## config.mk

```make
export PLATFORM = sky130hd
export DESIGN_NAME = slcd_driver
export DESIGN_NICKNAME = d
export VERILOG_FILES = /design/src/core/slcd_driver.v
export VERILOG_INCLUDE_DIRS = /design/src /design/src/core
export SDC_FILE = /design/constraint.sdc
export NUM_CORES = 1
export LEC_CHECK = 0
export BUFFER_PORTS_ARGS = -buffer_cell sky130_fd_sc_hd__buf_4
export CORE_UTILIZATION = 45
export CTS_CLUSTER_SIZE = 8
export DETAILED_ROUTE_END_ITERATION = 7
export GPL_TIMING_DRIVEN = 0
export PLACE_DENSITY = 0.65
export SLEW_MARGIN = 10
export SYNTH_ARGS = -nofsm -noshare
export SYNTH_HDL_FRONTEND = slang
export SYNTH_SLANG_ARGS = --single-unit
```

## constraint.sdc

```tcl
create_clock -name clk -period 2.1 [get_ports clk]
set_input_delay 0.42 -clock clk [delete_from_list [all_inputs] [get_ports clk]]
set_output_delay 0.42 -clock clk [all_outputs]
set_load 0.01 [all_outputs]
```

## src/core/slcd_regs.vh

```
/*
  Constants of the segment LCD driver: control register layout, display
  buffer window, drive level codes, duty codes and clock tap positions.
  Assumes the block clock is the high-frequency clock at 10 MHz.
*/
// Overview of operation
// Control bit picks internal booster (1) or external resistor divider (0).
// Two-bit boost clock field picks booster clock tap from main or sub clock.
// Software keeps duty codes 10 and 11 unused while the booster is selected.
// Display pattern lives in 16 bytes at 0F80H..0F8FH, written as memory.
// Hardware fetches the buffer itself; a CPU write alone changes the display.
// Buffer bit one lights its pixel; zero leaves it dark.
// Upper nibble odd segment, lower nibble even; bit n maps to common n.
// Duty sets how many nibble bits are used; unused bits are free data.
// Display enable zero blanks: all segment and common lines at ground.
// Stop mode entry clears display enable; software sets it again after.
// During reset lines are low and shared port pins are high impedance.
// Software initialises the whole buffer before enabling the display.
// Control register resets to zero: enable, booster, boost clk, duty, frame.
// Software avoids boost clock code 11 in slow operating modes.
// Fetch yields to CPU writes; a torn update lasts at most one frame.
`ifndef SLCD_REGS_VH
`define SLCD_REGS_VH

// Control register
`define SLCD_CTRL_RESET    8'h00
`define SLCD_EN_BIT        7
`define SLCD_VOLTAGE_SOURCE_SELECT_BIT      6
`define SLCD_VF_HI         5
`define SLCD_VF_LO         4
`define SLCD_DUTY_HI       3
`define SLCD_DUTY_LO       2
`define SLCD_SLF_HI        1
`define SLCD_SLF_LO        0

// Display buffer window
`define SLCD_BUF_BASE      8'hf8
`define SLCD_BUF_DEPTH     16
`define SLCD_BUF_LAST      4'hf

// Drive duty codes
`define SLCD_DUTY_QUARTER  2'h0
`define SLCD_DUTY_THIRD    2'h1
`define SLCD_DUTY_HALF     2'h2
`define SLCD_DUTY_STATIC   2'h3

// Drive level codes on each line
`define SLCD_LV_GND        2'h0
`define SLCD_LV_V1         2'h1
`define SLCD_LV_V2         2'h2
`define SLCD_LV_V3         2'h3

// Prescaler widths; tap k toggles at clock/2^(k+1)
`define SLCD_FC_W          14
`define SLCD_FS_W          6
// Boost taps: fc/2^13, fc/2^11, fc/2^10, fc/2^9 and fs/2^5, fs/2^3, fs/2^2
`define SLCD_BST_FC0       12
`define SLCD_BST_FC1       10
`define SLCD_BST_FC2       9
`define SLCD_BST_FC3       8
`define SLCD_BST_FS0       4
`define SLCD_BST_FS1       2
`define SLCD_BST_FS2       1
// Half-slot taps at eight times the frame base: fc/2^17,16,15,13 and fs/2^9,8
`define SLCD_HS_FC0        13
`define SLCD_HS_FC1        12
`define SLCD_HS_FC2        11
`define SLCD_HS_FC3        9
`define SLCD_HS_FS0        5
`define SLCD_HS_FS1        4
// Static drive stretches each half slot by this many taps
`define SLCD_STATIC_STRETCH 2'h3

`endif

```

## src/core/slcd_driver.v

```verilog
/*
  Segment LCD driver: control register, 16-byte display buffer, buffer
  fetch into a frame snapshot, prescalers for booster and frame timing,
  and 32 segment plus 4 common drive level codes.
  Assumes CPU strobes are synchronous to clk; sub_clk is a free pin.
*/
`include "slcd_regs.vh"

module slcd_driver (
  // Clock and reset
  input  wire        clk,
  input  wire        resetn,
  // Control register access
  input  wire        ctrl_wr,
  input  wire [7:0]  ctrl_wdata,
  output wire [7:0]  lcd_control_reg,
  // Shared data buffer access
  input  wire        mem_wr,
  input  wire [11:0] mem_addr,
  input  wire [7:0]  mem_wdata,
  output reg  [7:0]  mem_rdata,
  output wire        mem_hit,
  // System state
  input  wire        stop_enter,
  input  wire        use_sub_clock,
  input  wire        sub_clk,
  input  wire [31:0] seg_pin_select,
  // Booster
  output reg         booster_on,
  output reg         boost_clk,
  // Panel lines
  output reg  [63:0] segment_line,
  output reg  [7:0]  common_line,
  output reg  [31:0] segment_line_oe
);

  reg  [7:0]  shared_data_buffer [0:`SLCD_BUF_DEPTH-1];
  reg  [7:0]  frame_snap         [0:`SLCD_BUF_DEPTH-1];
  reg         display_enable_bit;
  reg         voltage_source_select;
  reg  [1:0]  boost_clock_select;
  reg  [1:0]  duty_r;
  reg  [1:0]  frame_rate_select;
  reg  [`SLCD_FC_W-1:0] fc_cnt_r;
  reg  [`SLCD_FS_W-1:0] fs_cnt_r;
  reg         fs_meta_r;
  reg         fs_sync_r;
  reg         fs_prev_r;
  reg         hs_prev_r;
  reg  [1:0]  stretch_r;
  reg         half_r;
  reg  [1:0]  com_idx_r;
  reg         fetch_busy_r;
  reg  [3:0]  fetch_ptr_r;
  reg         boost_tap;
  reg         hs_tap;
  integer     i;

  wire        fs_rise;
  wire        hs_tick;
  wire        slot_step;
  wire        frame_end;
  wire [3:0]  mem_idx;
  wire        cpu_buf_wr;

  // Last common index for each duty
  function [1:0] last_com;
    input [1:0] duty;
    begin
      case (duty)
        `SLCD_DUTY_QUARTER: last_com = 2'h3;
        `SLCD_DUTY_THIRD:   last_com = 2'h2;
        `SLCD_DUTY_HALF:    last_com = 2'h1;
        default:            last_com = 2'h0;
      endcase
    end
  endfunction

  // Segment level; half bias for 1/2 duty and static drive
  function [1:0] seg_level;
    input       on;
    input       pol;
    input [1:0] duty;
    begin
      if (on)
        seg_level = pol ? `SLCD_LV_V3 : `SLCD_LV_GND;
      else if (duty == `SLCD_DUTY_QUARTER || duty == `SLCD_DUTY_THIRD)
        seg_level = pol ? `SLCD_LV_V1 : `SLCD_LV_V2;
      else
        seg_level = pol ? `SLCD_LV_GND : `SLCD_LV_V3;
    end
  endfunction

  assign lcd_control_reg = {display_enable_bit, voltage_source_select,
                            boost_clock_select, duty_r, frame_rate_select};

  assign mem_hit    = (mem_addr[11:4] == `SLCD_BUF_BASE);
  assign mem_idx    = mem_addr[3:0];
  assign cpu_buf_wr = mem_wr & mem_hit;

  // Control register; stop entry wins over a same-cycle enable write
  always @(posedge clk or negedge resetn)
  begin
    if (!resetn)
    begin
      display_enable_bit    <= 1'b0;
      voltage_source_select <= 1'b0;
      boost_clock_select    <= 2'h0;
      duty_r                <= 2'h0;
      frame_rate_select     <= 2'h0;
    end
    else
    begin
      if (ctrl_wr)
      begin
        display_enable_bit    <= ctrl_wdata[`SLCD_EN_BIT];
        voltage_source_select <= ctrl_wdata[`SLCD_VOLTAGE_SOURCE_SELECT_BIT];
        boost_clock_select    <= ctrl_wdata[`SLCD_VF_HI:`SLCD_VF_LO];
        duty_r                <= ctrl_wdata[`SLCD_DUTY_HI:`SLCD_DUTY_LO];
        frame_rate_select     <= ctrl_wdata[`SLCD_SLF_HI:`SLCD_SLF_LO];
      end
      if (stop_enter)
        display_enable_bit <= 1'b0;
    end
  end

  // Buffer memory has no reset: its contents are undefined until written
  always @(posedge clk)
  begin
    if (cpu_buf_wr)
      shared_data_buffer[mem_idx] <= mem_wdata;
    mem_rdata <= shared_data_buffer[mem_idx];
  end

  // Sub clock pin synchroniser and rising edge
  always @(posedge clk or negedge resetn)
  begin
    if (!resetn)
    begin
      fs_meta_r <= 1'b0;
      fs_sync_r <= 1'b0;
      fs_prev_r <= 1'b0;
    end
    else
    begin
      fs_meta_r <= sub_clk;
      fs_sync_r <= fs_meta_r;
      fs_prev_r <= fs_sync_r;
    end
  end

  assign fs_rise = fs_sync_r & ~fs_prev_r;

  // Free-running prescalers of both clocks
  always @(posedge clk or negedge resetn)
  begin
    if (!resetn)
    begin
      fc_cnt_r <= {`SLCD_FC_W{1'b0}};
      fs_cnt_r <= {`SLCD_FS_W{1'b0}};
    end
    else
    begin
      fc_cnt_r <= fc_cnt_r + 1'b1;
      if (fs_rise)
        fs_cnt_r <= fs_cnt_r + 1'b1;
    end
  end

  // Tap selection; code 11 always uses the main clock
  always @*
  begin
    boost_tap = 1'b0;
    hs_tap    = 1'b0;
    case (boost_clock_select)
      2'h0:    boost_tap = use_sub_clock ? fs_cnt_r[`SLCD_BST_FS0] : fc_cnt_r[`SLCD_BST_FC0];
      2'h1:    boost_tap = use_sub_clock ? fs_cnt_r[`SLCD_BST_FS1] : fc_cnt_r[`SLCD_BST_FC1];
      2'h2:    boost_tap = use_sub_clock ? fs_cnt_r[`SLCD_BST_FS2] : fc_cnt_r[`SLCD_BST_FC2];
      default: boost_tap = fc_cnt_r[`SLCD_BST_FC3];
    endcase
    case (frame_rate_select)
      2'h0:    hs_tap = use_sub_clock ? fs_cnt_r[`SLCD_HS_FS0] : fc_cnt_r[`SLCD_HS_FC0];
      2'h1:    hs_tap = use_sub_clock ? fs_cnt_r[`SLCD_HS_FS1] : fc_cnt_r[`SLCD_HS_FC1];
      2'h2:    hs_tap = fc_cnt_r[`SLCD_HS_FC2];
      default: hs_tap = fc_cnt_r[`SLCD_HS_FC3];
    endcase
  end

  // Booster clock runs only when the internal booster is chosen
  always @(posedge clk or negedge resetn)
  begin
    if (!resetn)
    begin
      booster_on <= 1'b0;
      boost_clk  <= 1'b0;
      hs_prev_r  <= 1'b0;
    end
    else
    begin
      booster_on <= voltage_source_select;
      boost_clk  <= voltage_source_select & boost_tap;
      hs_prev_r  <= hs_tap;
    end
  end

  assign hs_tick   = hs_tap & ~hs_prev_r;
  // Static frames hold one common, so each half is stretched to fill it
  assign slot_step = hs_tick &
                     ((duty_r != `SLCD_DUTY_STATIC) || (stretch_r == `SLCD_STATIC_STRETCH));
  assign frame_end = slot_step & half_r & (com_idx_r >= last_com(duty_r));

  // Common scan: each slot has two halves of opposite polarity (no DC)
  always @(posedge clk or negedge resetn)
  begin
    if (!resetn)
    begin
      stretch_r <= 2'h0;
      half_r    <= 1'b0;
      com_idx_r <= 2'h0;
    end
    else if (hs_tick)
    begin
      stretch_r <= stretch_r + 2'h1;
      if (slot_step)
      begin
        stretch_r <= 2'h0;
        half_r    <= ~half_r;
        if (frame_end)
          com_idx_r <= 2'h0;
        else if (half_r)
          com_idx_r <= com_idx_r + 2'h1;
      end
    end
  end

  // Fetch into the snapshot once per frame; CPU buffer writes take the
  // port first, so a write racing the fetch shows no later than the next frame
  always @(posedge clk or negedge resetn)
  begin
    if (!resetn)
    begin
      fetch_busy_r <= 1'b1;
      fetch_ptr_r  <= 4'h0;
    end
    else if (fetch_busy_r)
    begin
      if (!cpu_buf_wr)
      begin
        fetch_ptr_r <= fetch_ptr_r + 4'h1;
        if (fetch_ptr_r == `SLCD_BUF_LAST)
          fetch_busy_r <= 1'b0;
      end
    end
    else if (frame_end)
    begin
      fetch_busy_r <= 1'b1;
      fetch_ptr_r  <= 4'h0;
    end
  end

  always @(posedge clk)
  begin
    if (fetch_busy_r && !cpu_buf_wr)
      frame_snap[fetch_ptr_r] <= shared_data_buffer[fetch_ptr_r];
  end

  // Line levels; blanking and reset put every line at ground
  always @(posedge clk or negedge resetn)
  begin
    if (!resetn)
    begin
      segment_line    <= 64'h0;
      common_line     <= 8'h00;
      segment_line_oe <= 32'h0;
    end
    else
    begin
      segment_line_oe <= seg_pin_select;
      if (!display_enable_bit)
      begin
        segment_line <= 64'h0;
        common_line  <= 8'h00;
      end
      else
      begin
        for (i = 0; i < 4; i = i + 1)
        begin
          if (i == com_idx_r)
            common_line[2*i +: 2] <= half_r ? `SLCD_LV_GND : `SLCD_LV_V3;
          else if (i > last_com(duty_r))
            common_line[2*i +: 2] <= `SLCD_LV_GND;
          else if (duty_r == `SLCD_DUTY_HALF)
            common_line[2*i +: 2] <= `SLCD_LV_V1;
          else
            common_line[2*i +: 2] <= half_r ? `SLCD_LV_V2 : `SLCD_LV_V1;
        end
        for (i = 0; i < 32; i = i + 1)
        begin
          // Odd segments read the upper nibble of their byte
          segment_line[2*i +: 2] <=
            seg_level(frame_snap[i/2][(i%2)*4 + com_idx_r], half_r, duty_r);
        end
      end
    end
  end

endmodule // slcd_driver

```

---- Word-level counts from Yosys, hierarchy flattened ----
Memories as Yosys holds them, arrays and structs flattened. A register that Yosys moved wholly into a read port is not among the register bits.
Cells that the tools add are included.
cells by class
  $add $sub $neg .......................... 6
  $mul .................................... 0
  div/mod/pow operators ................... 0
  order comparisons ....................... 6
  equal/unequal tests ..................... 14
  shift operators ......................... 0
  muxes and demuxes ....................... 140
  bitwise operators ....................... 10
  reductions and logical operators ........ 14
operators by type and width
  operator                                            number
  two-way mux 2 bit                                   54
  two-way mux 64 bit                                  1
  binary-select mux 1 bit (select 3 bit)              16
  two-way mux 1 bit                                   46
  binary-select mux 1 bit (select 2 bit)              16
  adder 14 x 1 -> 14 bit, second input constant       1
  two-way mux 4 bit                                   3
  == test 2 bit, second input constant                4
  == test 8 bit, second input constant                1
  zero test 2 bit                                     4
  two-way mux 8 bit                                   1
  bitwise AND 1 bit                                   7
  adder 6 x 1 -> 6 bit, second input constant         1
  == test 2 x 1 -> 1 bit, second input constant       3
  one-hot mux 1 bit (3 select lines)                  2
  one-hot mux 2 bit (3 select lines)                  1
  nonzero test 2 bit                                  3
  adder 2 x 1 -> 2 bit, second input constant         2
  adder 3 x 2 -> 4 bit, first input constant          1
  adder 4 x 1 -> 4 bit, second input constant         1
  == test 2 bit, first input constant                 2
  == test 4 bit, second input constant                1
  > comparator 2 bit, first input constant            2
  < comparator 2 x 4 -> 1 bit, second input constant  1
  11 further kinds                                    16
storage, ports and cells
  register bits after elaboration ......... 148
  bits in latches ......................... 0
  memory bits (writable) .................. 256
  bits in read-only memories .............. 0
  output and inout port bits .............. 123
  word-level logic and storage cells ...... 213
  memories kept ........................... 2
memories
  name                words  bits a word  rd ports  clocked after Yosys merged registers in  write ports  RTL line          text
  frame_snap          16     8            16        0                                        1            slcd_driver.v:38  reg [7:0] frame_snap [0:`SLCD_BUF_DEPTH-1];
  shared_data_buffer  16     8            2         1                                        1            slcd_driver.v:37  reg [7:0] shared_data_buffer [0:`SLCD_BUF_DEPTH-1];

---- Depth between registers and ports, before layout ----
Gate-level depths: netlist of the first run.
  depth in word-level cells ............... 8
  gate-level depth with buffers ........... 8

---- Worst setup path before layout of the first run ----
Ideal clock, no wire load.
  path type ............................... input to register
  start point ............................. in mem_addr[10]
  end point ............................... mem frame_snap[3][0] (enable)
  library setup time ...................... 383 ps
  arrival time ............................ 1959 ps
  slack ................................... -242 ps
  cell stages on the path ................. 5
  path buffers ............................ 1
  path through ............................ and4_1 a31oi_1 clkbuf_1 nand2_1 nor3_1
between the ends
  word-level cells in the longest chain between the ends .. 6
RTL lines
  what                                     RTL line           text
  start: declaration                       slcd_driver.v:19   input wire [11:0] mem_addr,
  == test 8 bit (no line)                  --
  bitwise AND 1 bit                        slcd_driver.v:99   assign cpu_buf_wr = mem_wr & mem_hit;
  zero test 1 bit                          slcd_driver.v:263  if (fetch_busy_r && !cpu_buf_wr)
  logical AND 1 bit                        slcd_driver.v:263
  two-way mux 1 bit                        slcd_driver.v:263
  two-way mux 1 bit (implied by the code)  slcd_driver.v:264  frame_snap[fetch_ptr_r] <= shared_data_buffer[fetch_ptr_r];
  end: declaration                         slcd_driver.v:38
No other way between the ends.

---- Final worst setup path of the first run ----
  start point ............................. reg fetch_ptr_r[0]
  end point ............................... mem frame_snap[5][1] (data pin)
between the ends
  word-level cells in the longest chain between the ends .. 1
RTL lines
  what                      RTL line           text
  start: declaration        slcd_driver.v:54   reg [3:0] fetch_ptr_r;
  start signal: assignment  slcd_driver.v:249  fetch_ptr_r <= fetch_ptr_r + 4'h1;
  memory read (16 x 8 bit)  --
No other way between the ends.

==> impl_metrics.py, run 1 <==
metrics = {
    "run_status": {
        "outcome": "complete, but fails checks",
        "violations": "negative setup slack",
    },
    "pwr": {
        "peakVddDrop_v": 0.0006759,
        "power_density_nw_per_um2": 1249,
        "p_leak_nw": 8.790,
    },
    "clocking": {
        "cts_tree": "built",
        "h-tree-depth": 2,
        "clkSinkCount": 412,
        "cts_buffers": 57,
        "clk_pin_slew_ns": 0.05,
        "root_buffer": "clkbuf_16",
        "insertion_delay_ns": 0.60,
        "cts_buffer_depth": 3,
    },
    "route": {
        "drc": 0,
        "postRouteWirelength_mm": 37.18,
        "ant_nets": 0,
        "wl_per_cell_um": 21.68,
        "via_per_inst": 5.485,
        "drtPass1Iterations": 5,
        "vias": 9406,
        "drtIter0Drc": 579,
    },
    "synthesis": {
        "synthDistinctLibCells": 51,
        "ys_seq_area_share_pct": 68.52,
        "synth_ff_type": "edfxtp_1",
        "netlist_instances": 905,
        "syn_area_um2": 16860,
        "synth.top_cell.area_share_pct": 45.60,
        "syn-num-nets": 987,
        "postSynthAreaPerCell_um2": 18.63,
        "yosys-top-cells-area": "edfxtp_1 (46%), dfrtp_1 (22%), mux4_2 (8.4%)",
        "yosys_register_bits": 412,
        "yosysWarnings": 0,
        "synth.largest_area_cell": "edfxtp_1",
        "synthArstFlopShare_pct": 35.92,
        "synth_enable_flop_cells": 256,
    },
    "floorplanning": {
        "dieArea_um2": 38240,
        "core_um2": 36700,
        "initial_core_util_pct": 45.94,
        "io_pins": 190,
        "die_y_um": 195.6,
        "fp.dieW_um": 195.6,
        "rows": 70,
    },
    "timing": {
        "relSlewSlack_pct": 41.45,
        "worst_slack_ns": -0.1707,
        "tightest_slew_ns": 0.8783,
        "rsz0062_at_grt": "true",
        "period_minus_slack_ns": 2.271,
        "tns_ns": -16.89,
        "skew_ns": 0.01675,
        "hold_viol": 0,
        "setup_violations": 128,
        "hold_slack_ns": 0.05260,
        "slew_viol_final": 0,
        "fmax_ghz": 0.4404,
        "post-route-period-util_pct": 108.1,
    },
    "setup_path": {
        "cp-startpoint": "fetch_ptr_r[0]$_DFFE_PN0P_",
        "r2r-start": "fetch_ptr_r[0]$_DFFE_PN0P_",
        "r2r_end": "frame_snap[5][1]$_DFFE_PP_",
        "rrSetupSlack_ns": -0.17,
        "endpoint": "frame_snap[5][1]$_DFFE_PP_",
        "startpoint_type": "flop",
        "r2r_cells": 5,
        "critPathKind": "flop to flop",
        "cp.required_ns": 2.43,
        "path_max_fanout": 16,
        "arrival_ns": 2.60,
        "cp-end-kind": "flop",
    },
    "global_routing": {
        "grt_use_total_pct": 20.07,
        "overflow": 0,
        "grt_max_degree": 96,
        "grt_pass1_wl_mm": 57.52,
        "grt_pass1_vias": 9801,
        "antenna_found_initial": 1,
    },
    "cells_and_area": {
        "nFillCells": 2714,
        "syn_to_final_growth_pct": 26.80,
        "final_cell_mix": "edfxtp_1 (256), buf_4 (201), dfrtp_1 (145)",
        "final_common_cell": "edfxtp_1",
        "diodes": 0,
        "drive_above_1_share_pct": 34.00,
        "layout.nets": 1290,
    },
    "place": {
        "port_buffers": 185,
        "pre_cts_ws_ns": -0.9429,
        "dp_hpwl_mm": 23.53,
        "place_congestion": 0.7428,
    },
    "run": {
        "drv_cap": 0,
    },
    "hold_path": {
        "hold_path_class": "input port to flop",
    },
}
[synth_stat cells, types with 4 or more instances]
| cell type | instances |
|---|---|
| nand3_1 | 10 |
| dfrtp_1 | 147 |
| nand4_1 | 4 |
| inv_1 | 8 |
| a21oi_1 | 4 |
| o211a_1 | 35 |
| edfxtp_1 | 256 |
| nor2b_1 | 7 |
| nor2_1 | 20 |
| mux2i_1 | 10 |
| nor3_1 | 7 |
| mux2_2 | 9 |
| xor2_1 | 4 |
| and2_1 | 7 |
| o21ai_0 | 6 |
| nand2b_1 | 39 |
| and3_1 | 50 |
| clkbuf_8 | 6 |
| mux4_1 | 49 |
| a31oi_1 | 4 |
| xnor2_1 | 14 |
| ha_1 | 15 |
| nand2_1 | 51 |
| buf_2 | 4 |
| mux4_2 | 63 |
| clkbuf_1 | 28 |
| dfxtp_1 | 8 |
| buf_1 | 6 |
[sequential cells by signal, summed over array words and instances (netlist names), 4 cells and up]
name and flops:
fc_cnt_r 14, common_line 8, frame_snap 128, segment_line_oe 32, shared_data_buffer 128, segment_line 64
fetch_ptr_r 4, fs_cnt_r 6, mem_rdata 8
[critical path, cell delays in order (launching register included)]
cell     delay (ns)
dfrtp_1        0.40
buf_12         0.17
buf_12         0.16
mux4_1         0.58
mux4_2         0.50
buf_12         0.17
[per-layer routing]
layer / GRT usage, % / share of wire [%] / vias up / wire (µm)
met1: 26.40 / 42 / 4788 / 15470
li1: - / - / 4201 / -
met4: 6.999 / 2.1 / 0 / 793
met5: 0 / 0 / - / 0
met2: 33.31 / 49 / 350 / 18320
met3: 4.093 / 7.0 / 67 / 2598
[worst min-delay path by stage]
stage,start,to,slack [ns],depth (start not counted)
finish,ctrl_wdata[2],duty_r[0]$_DFFE_PN0P_,0.05,3
global route,ctrl_wdata[2],duty_r[0]$_DFFE_PN0P_,0.03,3
CTS,ctrl_wdata[2],duty_r[0]$_DFFE_PN0P_,0.03,3
detailed placement,fs_meta_r$_DFF_PN0_,fs_sync_r$_DFF_PN0_,0.34,0
global placement,fs_meta_r$_DFF_PN0_,fs_sync_r$_DFF_PN0_,0.33,0
floorplan,resetn,boost_clk$_DFF_PN0_,0.12,0
[where the power goes]
| part | internal (mW) | switching [mW] | total [mW] |
|---|---|---|---|
| sequential | 10.2 | 0.348 | 10.5 |
| clock | 5.08 | 3.28 | 8.36 |
| combinational | 3.68 | 4.11 | 7.79 |
[logic make-up (layout without fill, tap and decap cells)]
group / after synthesis / count (layout) / synth area share, %
AND/OR/NAND/NOR: 206 / 206 / 6.590
flip-flops: 412 / 412 / 68.52
XOR/XNOR: 18 / 18 / 0.9351
multiplexers: 132 / 132 / 17.40
buffers and inverters: 64 / 406 / 2.457
AO/OA/AOI/OAI: 58 / 58 / 2.984
adder cells (fa/ha/maj): 15 / 15 / 1.113
[repair_timing]
item                       4_1_cts  5_1_grt
hold buffers                    35        0
setup endpoints to repair      453      390
resized for setup               42       38
hold endpoints to repair        87        0
cloned                           0        0
setup buffers                   14       11
pin swaps                        1        4
[per-stage QoR]
stage / power (mW) / cells / cell area [µm²] / utilization [%]
5_1_grt: 27.97 / 1715 / 21380 / 58.25
4_1_cts: 26.77 / 1704 / 21180 / 57.71
3_3_place_gp: 17.39 / 1558 / 18860 / 51.40
2_1_floorplan: 14.95 / 905 / 16890 / -
3_5_place_dp: 17.53 / 1559 / 18900 / 51.50
6_report: 26.69 / 1715 / 21380 / 58.25
[area by class of cell]
type	instances	area [µm²]	share of cell area, %
Sequential cell	412	11550	54.05
Multi-Input combinational cell	429	5029	23.52
Timing Repair Buffer	246	2112	9.880
Clock inverter	3	41.29	0.1932
Inverter	9	37.54	0.1756
Tap cell	468	585.6	2.739
Clock buffer	95	1590	7.439
Buffer	53	426.7	1.996
Note: power is estimated with default switching activity, not from simulation.
==> run 2, diff against run 1 <==
--- a/config.mk
+++ b/config.mk
@@ -11,7 +11,7 @@
 export CTS_CLUSTER_SIZE = 8
 export DETAILED_ROUTE_END_ITERATION = 7
 export GPL_TIMING_DRIVEN = 0
-export PLACE_DENSITY = 0.65
+export PLACE_DENSITY = 0.66
 export SLEW_MARGIN = 10
 export SYNTH_ARGS = -nofsm -noshare
 export SYNTH_HDL_FRONTEND = slang
==> impl_metrics.py, run 2 (synthesis results as in run 1) <==
metrics = {
    "run_status": {
        "outcome": "complete, but fails checks",
        "violations": "negative setup slack",
    },
    "place": {
        "dp_hpwl_mm": 23.79,
        "pre_cts_ws_ns": -0.8947,
        "port_buffers": 185,
        "place_congestion": 0.7656,
    },
    "hold_path": {
        "hp-start": "ctrl_wdata[2]",
        "hold-path-cell-count": 3,
        "worst_hold_path.endpoint": "duty_r[0]$_DFFE_PN0P_",
        "hold_path_class": "input port to flop",
    },
    "clocking": {
        "insertion_delay_ns": 0.61,
        "clkSinkCount": 412,
        "cts_buffer_depth": 3,
        "h-tree-depth": 2,
        "cts_tree": "built",
        "cts_buffers": 57,
        "clk_pin_slew_ns": 0.05,
        "root_buffer": "clkbuf_16",
    },
    "floorplanning": {
        "fp.dieW_um": 195.6,
        "initial_core_util_pct": 45.94,
        "core_um2": 36700,
        "die_y_um": 195.6,
        "io_pins": 190,
        "dieArea_um2": 38240,
        "rows": 70,
    },
    "timing": {
        "hold_viol": 0,
        "setup_violations": 128,
        "tightest_slew_ns": 0.8264,
        "worst_slack_ns": -0.1797,
        "skew_ns": 0.02921,
        "period_minus_slack_ns": 2.280,
        "rsz0062_at_grt": "true",
        "fmax_ghz": 0.4386,
        "slew_viol_final": 0,
        "relSlewSlack_pct": 44.91,
        "post-route-period-util_pct": 108.6,
        "hold_slack_ns": 0.03552,
    },
    "setup_path": {
        "slowest_delay_ns": 0.66,
        "critPathSlowestCell": "mux4_4",
        "r2r-start": "fetch_ptr_r[0]$_DFFE_PN0P_",
        "r2r_end": "frame_snap[7][3]$_DFFE_PP_",
        "cp-end-kind": "flop",
        "critPathKind": "flop to flop",
        "crit_chain": "buf_12 > clkbuf_16 > mux4_4 > mux4_2 > buf_12",
        "r2r_cells": 5,
        "crit_top_cell": "buf_12",
        "rrSetupSlack_ns": -0.18,
        "arrival_ns": 2.62,
        "cp.required_ns": 2.44,
        "startpoint_type": "flop",
        "path_max_fanout": 16,
    },
    "route": {
        "drc": 0,
        "ant_nets": 0,
        "drtIter0Drc": 597,
        "via_per_inst": 5.526,
        "vias": 9500,
        "postRouteWirelength_mm": 37.11,
        "wl_per_cell_um": 21.59,
        "drtPass1Iterations": 6,
    },
    "global_routing": {
        "antenna_found_initial": 0,
        "grt_pass1_wl_mm": 56.74,
        "grt_pass1_vias": 9729,
        "grt_max_degree": 91,
        "grt_use_total_pct": 19.69,
        "overflow": 0,
    },
    "run": {
        "drv_cap": 0,
    },
    "cells_and_area": {
        "diodes": 0,
        "final_cell_mix": "edfxtp_1 (256), buf_4 (199), dfrtp_1 (144)",
        "layout.nets": 1297,
        "final_common_cell": "edfxtp_1",
        "drive_above_1_share_pct": 34.93,
        "syn_to_final_growth_pct": 27.76,
        "top_regs": "frame_snap: 128 flops, shared_data_buffer: 128 flops, segment_line: 64 flops",
    },
    "pwr": {
        "p_leak_nw": 8.853,
        "peakVddDrop_v": 0.0008577,
        "power_density_nw_per_um2": 1256,
    },
}
==> run 2: stage by stage <==
stage / std cells / setup TNS, ns / total power [mW] / cell area [µm²] / util, %
2_1_floorplan: 905 / -0.7900 / 14.95 / 16890 / -
3_3_place_gp: 1558 / -207.76 / 17.33 / 18860 / 51.40
3_5_place_dp: 1559 / -217.33 / 17.46 / 18900 / 51.50
4_1_cts: 1701 / -26.77 / 26.72 / 21120 / 57.56
5_1_grt: 1719 / -21.28 / 28.25 / 21540 / 58.69
6_report: 1719 / -18.10 / 27.05 / 21540 / 58.69
==> run 2: what timing repair did <==
| action | in CTS | in global routing |
|---|---|---|
| endpoints found under the hold margin | 92 | 0 |
| cloned | 0 | 4 |
| hold buffers | 35 | 0 |
| gates resized for setup | 42 | 53 |
| buffers inserted | 14 | 14 |
| pin swaps | 1 | 6 |
| setup endpoints to repair | 433 | 394 |
==> run 2: worst max-delay path, delay by kind of cell (launching register included) <==
family	cells	cell delay, ns
multiplexers	2	1.17
buffers and inverters	3	0.43
flip-flops	1	0.42
==> run 2: report_power, final <==
group	total (mW)	switching [mW]	internal (mW)
Combinational	8.10	4.17	3.94
Clock	8.38	3.30	5.08
Sequential	10.6	0.370	10.2
Total	27.0	7.84	19.2
==> run 2: final cells by class <==
cell class	instances	area (µm²)
Buffer	53	435.4
Clock buffer	92	1579
Clock inverter	3	65.06
Fill cell	2699	15160
Inverter	9	40.04
Multi-Input combinational cell	429	5024
Sequential cell	412	11560
Tap cell	468	585.6
Timing Repair Buffer	253	2255
==> run 2: how the worst max path moves through the flow <==
| stage | slack (ns) | end | depth (start not counted) | from |
|---|---|---|---|---|
| floorplan | -0.03 | shared_data_buffer[15][0]$_DFFE_PP_ | 4 | mem_addr[2] |
| finish | -0.18 | frame_snap[7][3]$_DFFE_PP_ | 5 | fetch_ptr_r[0]$_DFFE_PN0P_ |
| global route | -0.20 | frame_snap[7][1]$_DFFE_PP_ | 5 | fetch_ptr_r[0]$_DFFE_PN0P_ |
| detailed placement | -0.89 | shared_data_buffer[4][5]$_DFFE_PP_ | 5 | mem_addr[5] |
| global placement | -0.88 | shared_data_buffer[0][6]$_DFFE_PP_ | 5 | mem_addr[5] |
| CTS | -0.17 | shared_data_buffer[2][7]$_DFFE_PP_ | 5 | mem_addr[5] |
==> run 2: layer usage <==
metal / share of wire (%) / global-route usage (%) / routed length (µm)
met2: 50 / 32.95 / 18600
met5: 0 / 0 / 0
met1: 41 / 25.79 / 15200
met4: 2.2 / 6.970 / 815
met3: 6.7 / 3.765 / 2497
